### config.mk
export PLATFORM = sky130hd
export DESIGN_NAME = dxs_i2c_dac_io_expander_slave
export DESIGN_NICKNAME = d
export VERILOG_FILES = /design/src/design/dxs_pkg.sv /design/src/design/dxs_i2c_dac_io_expander_slave.sv
export SDC_FILE = /design/constraint.sdc
export NUM_CORES = 1
export LEC_CHECK = 0
export BUFFER_PORTS_ARGS = -buffer_cell sky130_fd_sc_hd__buf_2
export CORE_ASPECT_RATIO = 1.75
export CORE_MARGIN = 2
export CORE_UTILIZATION = 55
export CTS_BUF_LIST = sky130_fd_sc_hd__clkbuf_8 sky130_fd_sc_hd__clkbuf_16
export CTS_CLUSTER_DIAMETER = 30
export DETAILED_ROUTE_END_ITERATION = 12
export PLACE_DENSITY = 0.78
export SYNTH_ARGS = -nofsm -noshare
export SYNTH_HDL_FRONTEND = slang
export SYNTH_SLANG_ARGS = --single-unit
### constraint.sdc
create_clock -name hclk -period 4.6 [get_ports hclk]
set_input_delay 0.46 -clock hclk [delete_from_list [all_inputs] [get_ports hclk]]
set_output_delay 0.46 -clock hclk [all_outputs]
set_load 0.02 [all_outputs]
### src/design/dxs_pkg.sv
package dxs_pkg;

    ////////////////////////////////////////////////////////////////////////
    // serial side constants
    localparam logic [3:0] DXS_ADDR_FIXED = 4'h9;  // upper four address bits
    localparam logic [3:0] DXS_CODE_PORT  = 4'h0;  // single port transfer
    localparam logic [3:0] DXS_CODE_CONT  = 4'hF;  // continuous port writes
    localparam logic [3:0] DXS_BIT_LAST   = 4'h8;  // eight bits shifted
    localparam logic [3:0] DXS_BIT_ACK    = 4'h9;  // acknowledge slot
    localparam int         DXS_LOW_CHANS  = 4;     // channels in both splits
    localparam logic [7:0] DXS_MASK_WIDE  = 8'hFF; // eight-bit port
    localparam logic [7:0] DXS_MASK_NARW  = 8'h0F; // four-bit port

    ////////////////////////////////////////////////////////////////////////
    // register map, byte addresses
    localparam logic [7:0] DXS_REG_CTRL   = 8'h00; // bit0 serial enable
    localparam logic [7:0] DXS_REG_STATUS = 8'h04; // engine state, read only
    localparam logic [7:0] DXS_REG_PORT   = 8'h08; // port out / port in
    localparam logic [7:0] DXS_REG_AN_LO  = 8'h0C; // codes of channels 1-4
    localparam logic [7:0] DXS_REG_AN_HI  = 8'h10; // codes of channels 5-8
    localparam int         DXS_CTRL_EN    = 0;     // enable bit position
    localparam logic       DXS_CTRL_RST   = 1'h1;  // enabled after reset
    localparam logic [2:0] DXS_HSIZE_WORD = 3'h2;  // only word writes

    ////////////////////////////////////////////////////////////////////////
    // serial engine states
    typedef enum logic [2:0] {
        DXS_IDLE,    // waiting for a start
        DXS_ADDR,    // receiving the address byte
        DXS_CHAN,    // receiving the channel byte
        DXS_WDATA,   // receiving data bytes
        DXS_READ,    // sending port bytes
        DXS_IGNORE   // not addressed, wait for start or stop
    } dxs_state_t;

    // whole state of the block
    typedef struct packed {
        logic [1:0]      scl_sync;  // [0] first flop, [1] second
        logic [1:0]      sda_sync;
        logic            scl_d;     // delayed copy for edges
        logic            sda_d;
        logic [7:0]      pin_s1;    // port input synchroniser
        logic [7:0]      pin_s2;
        logic [3:0]      cfg_s1;    // strap pin synchroniser
        logic [3:0]      cfg_s2;
        dxs_state_t      state;
        logic [3:0]      bitcnt;    // bits of current byte
        logic [7:0]      shreg;     // serial shift register
        logic            rw;        // direction bit of address
        logic [3:0]      code;      // low nibble of channel byte
        logic            done;      // single transfer used up
        logic            cont;      // continuous port writes
        logic            sda_oe;    // pulls sda low
        logic [7:0]      port_out;
        logic [7:0]      port_oe;
        logic [7:0][7:0] analog;    // channel codes
        logic            ctrl_en;
        logic            dph_valid; // ahb data phase pending
        logic            dph_write;
        logic            dph_word;
        logic [7:0]      dph_addr;
        logic [31:0]     hrdata;
        logic            hreadyout;
    } dxs_regs_t;

endpackage : dxs_pkg

### src/design/dxs_i2c_dac_io_expander_slave.sv
// Functional notes
// - split pin chooses four or eight channels
// - split high: drop upper port write nibble
// - split high: upper read nibble reads zero
// - write direction routes data port or channel
// - read direction samples port, sends master
// - channel code zero: single port transfer
// - codes one to four select channels 1-4
// - codes five to eight only split high
// - eight channels only with four-bit port
// - code all ones: continuous port writes
// - continuous writes end at start or stop
// - read: no channel byte, bytes until master nack
// - acknowledge every byte master sends once addressed
// - port floats after read until port write acked
// - port drives on write, samples on read
// - combined mode only while function pin high
// - respond only to matching seven-bit address
// - each channel holds eight-bit binary code
module dxs_i2c_dac_io_expander_slave #(
    parameter int ADDR_W = 12                      // ahb address width
) (
    input  wire logic              hclk,
    input  wire logic              hresetn,
    input  wire logic              hsel,
    input  wire logic [ADDR_W-1:0] haddr,
    input  wire logic [1:0]        htrans,
    input  wire logic              hwrite,
    input  wire logic [2:0]        hsize,
    input  wire logic [31:0]       hwdata,
    input  wire logic              hready,
    output logic                   hreadyout,
    output logic                   hresp,
    output logic [31:0]            hrdata,
    input  wire logic              scl_i,
    input  wire logic              sda_i,
    output logic                   sda_o,
    output logic                   sda_oe,
    input  wire logic              function_select_pin,
    input  wire logic              split_select_pin,
    input  wire logic              address_pin_0,
    input  wire logic              address_pin_1,
    input  wire logic [7:0]        port_i,
    output logic [7:0]             port_o,
    output logic [7:0]             port_oe,
    output logic [7:0][7:0]        analog_code
);

    ////////////////////////////////////////////////////////////////////////
    // elaboration check: map needs nine address bits
    if (ADDR_W < 9) begin : g_bad_addr_w
        $error("ADDR_W must be at least 9");
    end

    dxs_pkg::dxs_regs_t r_reg;   // registered state
    dxs_pkg::dxs_regs_t r_next;  // next state

    ////////////////////////////////////////////////////////////////////////
    // next state of the whole block
    always_comb begin
        logic       scl_rise;     // scl edges and bus conditions
        logic       scl_fall;
        logic       start_c;
        logic       stop_c;
        logic       split;        // synchronised straps
        logic       func;
        logic [7:0] port_mask;
        logic [7:0] port_sample;
        logic       addr_match;
        logic       addr_ph;      // ahb address phase taken
        logic [7:0] rd_data;
        scl_rise    = r_reg.scl_sync[1] & ~r_reg.scl_d;
        scl_fall    = ~r_reg.scl_sync[1] & r_reg.scl_d;
        start_c     = r_reg.scl_sync[1] & r_reg.scl_d & r_reg.sda_d
                      & ~r_reg.sda_sync[1];
        stop_c      = r_reg.scl_sync[1] & r_reg.scl_d & ~r_reg.sda_d
                      & r_reg.sda_sync[1];
        func        = r_reg.cfg_s2[3];
        split       = r_reg.cfg_s2[2];
        port_mask   = split ? dxs_pkg::DXS_MASK_NARW
                            : dxs_pkg::DXS_MASK_WIDE;
        port_sample = r_reg.pin_s2 & port_mask;
        addr_match  = (r_reg.shreg[7:1] == {dxs_pkg::DXS_ADDR_FIXED,
                                            r_reg.cfg_s2[2:0]})
                      & func & r_reg.ctrl_en;
        addr_ph     = hsel & htrans[1] & hready;
        rd_data     = 8'h00;
        r_next      = r_reg;

        // synchronisers and edge history
        r_next.scl_sync = {r_reg.scl_sync[0], scl_i};
        r_next.sda_sync = {r_reg.sda_sync[0], sda_i};
        r_next.scl_d    = r_reg.scl_sync[1];
        r_next.sda_d    = r_reg.sda_sync[1];
        r_next.pin_s1   = port_i;
        r_next.pin_s2   = r_reg.pin_s1;
        r_next.cfg_s1   = {function_select_pin, split_select_pin,
                           address_pin_1, address_pin_0};
        r_next.cfg_s2   = r_reg.cfg_s1;

        ////////////////////////////////////////////////////////////////////
        // serial engine
        if (start_c) begin
            // start ends any sequence and opens a new one
            r_next.state  = dxs_pkg::DXS_ADDR;
            r_next.bitcnt = 4'h0;
            r_next.sda_oe = 1'b0;
            r_next.cont   = 1'b0;
        end else if (stop_c) begin
            r_next.state  = dxs_pkg::DXS_IDLE;
            r_next.sda_oe = 1'b0;
            r_next.cont   = 1'b0;
        end else begin
            case (r_reg.state)
                dxs_pkg::DXS_ADDR, dxs_pkg::DXS_CHAN,
                dxs_pkg::DXS_WDATA: begin
                    // shift in on rise, act on fall
                    if (scl_rise && r_reg.bitcnt < dxs_pkg::DXS_BIT_LAST)
                    begin
                        r_next.shreg  = {r_reg.shreg[6:0],
                                         r_reg.sda_sync[1]};
                        r_next.bitcnt = r_reg.bitcnt + 4'h1;
                    end else if (scl_fall &&
                                 r_reg.bitcnt == dxs_pkg::DXS_BIT_LAST)
                    begin
                        // byte complete: decide and drive acknowledge
                        r_next.bitcnt = dxs_pkg::DXS_BIT_ACK;
                        r_next.sda_oe = 1'b1;
                        case (r_reg.state)
                            dxs_pkg::DXS_ADDR: begin
                                r_next.rw = r_reg.shreg[0];
                                if (!addr_match) begin
                                    // not ours: stay silent
                                    r_next.sda_oe = 1'b0;
                                    r_next.state  = dxs_pkg::DXS_IGNORE;
                                end else if (r_reg.shreg[0]) begin
                                    r_next.port_oe = 8'h00;
                                end
                            end
                            dxs_pkg::DXS_CHAN: begin
                                // upper nibble is ignored
                                r_next.code = r_reg.shreg[3:0];
                                r_next.done = 1'b0;
                                r_next.cont = (r_reg.shreg[3:0] ==
                                    dxs_pkg::DXS_CODE_CONT);
                            end
                            default: begin
                                // data byte, routed by the code
                                if (r_reg.cont || (!r_reg.done &&
                                    r_reg.code == dxs_pkg::DXS_CODE_PORT))
                                begin
                                    // port write, drive on acknowledge
                                    r_next.port_out = r_reg.shreg
                                        & port_mask;
                                    r_next.port_oe  = port_mask;
                                    r_next.done     = 1'b1;
                                end
                                for (int i = 0; i < 8; i++) begin
                                    if (!r_reg.done && !r_reg.cont &&
                                        r_reg.code == 4'(i + 1) &&
                                        (i < dxs_pkg::DXS_LOW_CHANS ||
                                         split)) begin
                                        r_next.analog[i] = r_reg.shreg;
                                        r_next.done      = 1'b1;
                                    end
                                end
                            end
                        endcase
                    end else if (scl_fall &&
                                 r_reg.bitcnt == dxs_pkg::DXS_BIT_ACK)
                    begin
                        // acknowledge over: release and move on
                        r_next.sda_oe = 1'b0;
                        r_next.bitcnt = 4'h0;
                        if (r_reg.state == dxs_pkg::DXS_ADDR) begin
                            if (r_reg.rw) begin
                                // read: no channel byte follows
                                r_next.state   = dxs_pkg::DXS_READ;
                                r_next.port_oe = 8'h00;
                                r_next.shreg   = port_sample;
                                r_next.sda_oe  = ~port_sample[7];
                            end else begin
                                r_next.state = dxs_pkg::DXS_CHAN;
                            end
                        end else begin
                            r_next.state = dxs_pkg::DXS_WDATA;
                        end
                    end
                end
                dxs_pkg::DXS_READ: begin
                    // bits go out after scl falls
                    if (scl_rise) begin
                        if (r_reg.bitcnt == dxs_pkg::DXS_BIT_LAST) begin
                            if (r_reg.sda_sync[1]) begin
                                // master declined: end of read
                                r_next.state = dxs_pkg::DXS_IGNORE;
                            end else begin
                                r_next.bitcnt = dxs_pkg::DXS_BIT_ACK;
                            end
                        end else begin
                            r_next.bitcnt = r_reg.bitcnt + 4'h1;
                        end
                    end else if (scl_fall) begin
                        if (r_reg.bitcnt == dxs_pkg::DXS_BIT_LAST) begin
                            // let the master acknowledge
                            r_next.sda_oe = 1'b0;
                        end else if (r_reg.bitcnt ==
                                     dxs_pkg::DXS_BIT_ACK) begin
                            // next byte, fresh port sample
                            r_next.shreg  = port_sample;
                            r_next.sda_oe = ~port_sample[7];
                            r_next.bitcnt = 4'h0;
                        end else begin
                            r_next.shreg  = {r_reg.shreg[6:0], 1'b0};
                            r_next.sda_oe = ~r_reg.shreg[6];
                        end
                    end
                end
                dxs_pkg::DXS_IDLE, dxs_pkg::DXS_IGNORE: begin
                    // wait for a bus condition
                    r_next.sda_oe = 1'b0;
                end
                default: begin
                    r_next.state  = dxs_pkg::DXS_IDLE;
                    r_next.sda_oe = 1'b0;
                end
            endcase
        end

        ////////////////////////////////////////////////////////////////////
        // ahb-lite slave, no wait states, always okay
        r_next.hreadyout = 1'b1;
        if (hready) begin
            r_next.dph_valid = addr_ph;
            r_next.dph_write = hwrite;
            r_next.dph_word  = (hsize == dxs_pkg::DXS_HSIZE_WORD);
            r_next.dph_addr  = haddr[7:0];
        end
        // data phase write: only control is writable
        if (r_reg.dph_valid && r_reg.dph_write && r_reg.dph_word &&
            r_reg.dph_addr == dxs_pkg::DXS_REG_CTRL) begin
            r_next.ctrl_en = hwdata[dxs_pkg::DXS_CTRL_EN];
        end
        // read data prepared in the address phase
        if (addr_ph && !hwrite) begin
            r_next.hrdata = 32'h0000_0000;
            if (haddr[ADDR_W-1:8] == '0) begin
                case (haddr[7:0])
                    dxs_pkg::DXS_REG_CTRL: begin
                        r_next.hrdata[0] = r_reg.ctrl_en;
                    end
                    dxs_pkg::DXS_REG_STATUS: begin
                        rd_data = {r_reg.rw, split, func, r_reg.cont,
                                   |r_reg.port_oe, r_reg.state};
                        r_next.hrdata[7:0] = rd_data;
                    end
                    dxs_pkg::DXS_REG_PORT: begin
                        r_next.hrdata[15:0] = {port_sample,
                                               r_reg.port_out};
                    end
                    dxs_pkg::DXS_REG_AN_LO: begin
                        r_next.hrdata = r_reg.analog[3:0];
                    end
                    dxs_pkg::DXS_REG_AN_HI: begin
                        r_next.hrdata = r_reg.analog[7:4];
                    end
                    default: begin
                        r_next.hrdata = 32'h0000_0000;  // unmapped
                    end
                endcase
            end
        end
    end

    ////////////////////////////////////////////////////////////////////////
    // state register, constants only under reset
    always_ff @(posedge hclk or negedge hresetn) begin
        if (!hresetn) begin
            r_reg           <= '0;
            r_reg.scl_sync  <= 2'h3;  // idle bus reads high
            r_reg.sda_sync  <= 2'h3;
            r_reg.scl_d     <= 1'b1;
            r_reg.sda_d     <= 1'b1;
            r_reg.state     <= dxs_pkg::DXS_IDLE;
            r_reg.ctrl_en   <= dxs_pkg::DXS_CTRL_RST;
            r_reg.hreadyout <= 1'b1;
        end else begin
            r_reg <= r_next;
        end
    end

    ////////////////////////////////////////////////////////////////////////
    // outputs straight from the state register, hresp and sda_o tied off
    assign hreadyout   = r_reg.hreadyout;
    assign hresp       = 1'b0;            // always okay
    assign hrdata      = r_reg.hrdata;
    assign sda_o       = 1'b0;            // open drain, only pulls low
    assign sda_oe      = r_reg.sda_oe;
    assign port_o      = r_reg.port_out;
    assign port_oe     = r_reg.port_oe;
    assign analog_code = r_reg.analog;

endmodule : dxs_i2c_dac_io_expander_slave

==> flow_metrics.tcl <==
set metrics [dict create \
    status "completed" \
    final_util 0.6056 \
    clk_path_buf_depth 2 \
    reg2reg_slack_ps 1820 \
    peakVddDrop_mv 0.2559 \
    tightest_slew_ps 1106 \
    synth_edf_count 0 \
    setup_tns_ps 0 \
    drive_above_1_share 0.3832 \
    hpwl_um 14110 \
    synthXorXnorAreaFrac 0.005187 \
    cts_setup_buffers 0 \
    hold_ws_ps 88.94 \
    ys_seq_area_frac 0.5079 \
    synth-simple-area-share 0.1126 \
    clk_latency_ps 430 \
    skew_ps 10.68 \
    rsz0062_at_grt "false" \
    critPathKind "flip-flop to flip-flop" \
    powerDensity_nw_per_um2 400.6 \
    maxCapViolCount 0 \
    antenna_cells 0 \
    clkSlewWorstSetupHoldPaths_ps 70 \
    synth_mux_area_frac 0.1203 \
    hold_path.class "input pin to async pin" \
    final_common_cell "dfrtp_1" \
    rows 59 \
    area.growth.synth_to_final_pct 6.965 \
    wirelength_um 19660 \
    yosys_most_used_dff "dfrtp_1" \
    ioPinCount 184 \
    antenna_left 0 \
    synth_compound_area_frac 0.1183 \
    largest_reg_flops 64 \
    maxSlewViolCount 0 \
    final_cell_mix "dfrtp_1, buf_2, mux2_2" \
    multi_input_area_um2 3073 \
    fin_crit_sh 0.6034 \
    num-fill-cells 1199 \
    start_util 0.5662 \
    cts_resized 0 \
    synth-seq-cells 171 \
    final_cell_area_um2 9031 \
    drt-initial-drc-count 294 \
    via_count 5687 \
    netlist_area_um2 8443 \
    yosysUniqueCellTypes 75 \
    cts-hold-fix-buffers 0 \
    worst_slack_ps 1824 \
    cts.sinks 171 \
    fmax_ghz 0.3603 \
    post_drt_wl_per_cell_um 20.53 \
    die_w_um 97.66 \
    cts-root-buf "clkbuf_16" \
    synthAdderAreaFrac 0.004446 \
    hold_viol 0 \
    synth_top_family_by_area "buffers and inverters" \
    critPathCaptureType "flip-flop" \
    p_leak_nw 4.432 \
    async_flop_share 1.000 \
    start_kind "flip-flop" \
    syn_area_per_cell_um2 11.41 \
    period_minus_slack_ps 2776 \
    portBuffers 148 \
    grt_pass1_vias 5985 \
    cts_tree "yes" \
    cts_buffers 17 \
    yosys_warnings 0 \
    final_nets 834 \
    cts_htree_levels 4 \
    vias_per_cell 5.936 \
    arrival_ps 3080 \
    grt_max_degree 91 \
    gp_congestion 0.8825 \
    regArea_um2 4288 \
    die_height_um 167.9 \
    grt.total_usage 0.2453 \
    first_pass_iters 5 \
    grt.overflow.total 0 \
    drc 0 \
    critPathMaxFanout 15 \
    placed_area_um2 8431 \
    place_worst_setup_slack_ps 1512 \
    netlist_instances 740 \
    setup_violations 0 \
    core_area_um2 14910 \
    antenna_found_initial 0 \
    dieArea_um2 16400 \
    slew_headroom 0.2615 \
    grt_first_pass_wirelength_um 31810 \
    cp.required_ps 4910 \
]
[power by group]
group / internal [W] / total, W / switching [W]
Sequential: 0.00158 / 0.00180 / 0.000227
Combinational: 0.000160 / 0.000374 / 0.000215
Clock: 0.000826 / 0.00144 / 0.000615
[stage by stage]
| step | power [W] | std cells |
|---|---|---|
| 6_report | 0.003618 | 958 |
| 3_5_place_dp | 0.002197 | 927 |
| 2_1_floorplan | 0.002009 | 741 |
| 5_1_grt | 0.003762 | 958 |
| 3_3_place_gp | 0.002173 | 927 |
| 4_1_cts | 0.003632 | 958 |
[path summary, 6_finish.rpt]
| check | start | end | cells past startpoint |
|---|---|---|---|
| setup / recovery | r_reg[147]$_DFFE_PN0P_ | r_reg[133]$_DFFE_PN0P_ | 4 |
| hold / removal | hresetn | r_reg[161]$_DFF_PN0_ | 1 |
| setup reg to reg | r_reg[147]$_DFFE_PN0P_ | r_reg[133]$_DFFE_PN0P_ | 4 |
| hold reg to reg | r_next[149]$_DFF_PN0_ | r_reg[149]$_DFF_PN0_ | 0 |
| max in group asynchronous | hresetn | r_reg[44]$_DFFE_PN1P_ | 2 |
| min in group hclk | sda_i | r_next[175]$_DFF_PN1_ | 1 |
[synth_stat cells, types with 4 or more instances]
master,instances,area (um^2)
dfrtp_1,164,4104
buf_4,121,908.4
mux2_2,84,945.9
nand2_1,60,225.2
nor2_1,24,90.09
o21ai_0,22,110.1
o21ai_1,22,110.1
a21oi_1,21,105.1
clkbuf_1,21,78.83
a22oi_1,17,127.6
a22o_1,11,96.34
inv_1,11,41.29
nand2b_1,9,56.30
nand3_1,8,40.04
a221oi_1,7,61.31
buf_2,7,35.03
dfstp_2,7,183.9
mux2i_1,7,70.07
a31oi_1,6,37.54
nor2b_1,6,37.54
or4_1,5,37.54
a21o_1,4,30.03
a32o_1,4,40.04
nand3b_1,4,30.03
nor3b_1,4,30.03
nor4_4,4,85.08
xnor2_1,4,35.03
[layer usage]
metal | track usage | vias up | routed length, um
li1 | - | 2544 | -
met1 | 0.2656 | 2860 | 6977
met2 | 0.4507 | 222 | 10900
met3 | 0.04442 | 61 | 950
met4 | 0.1280 | 0 | 840
met5 | 0 | - | 0
[critical path: stages, from the launching register on]
cell	delay (ps)
dfrtp_1	650
nor3b_1	690
a21oi_1	270
a2111oi_4	640
mux2_2	410
[kinds of logic after synthesis]
family / Yosys count
AO/OA/AOI/OAI: 144
XOR/XNOR: 5
adder cells (fa/ha/maj): 3
buffers and inverters: 163
flip-flops: 171
multiplexers: 91
other: 2
AND/OR/NAND/NOR: 161
[final cells by class]
| type | instances | area share |
|---|---|---|
| Tap cell | 183 | 0.02535 |
| Sequential cell | 171 | 0.4748 |
| Clock inverter | 13 | 0.01787 |
| Multi-Input combinational cell | 407 | 0.3403 |
| Inverter | 11 | 0.004572 |
| Clock buffer | 18 | 0.04863 |
| Timing Repair Buffer | 155 | 0.08853 |
No activity file was read; power rests on OpenSTA's default activity.
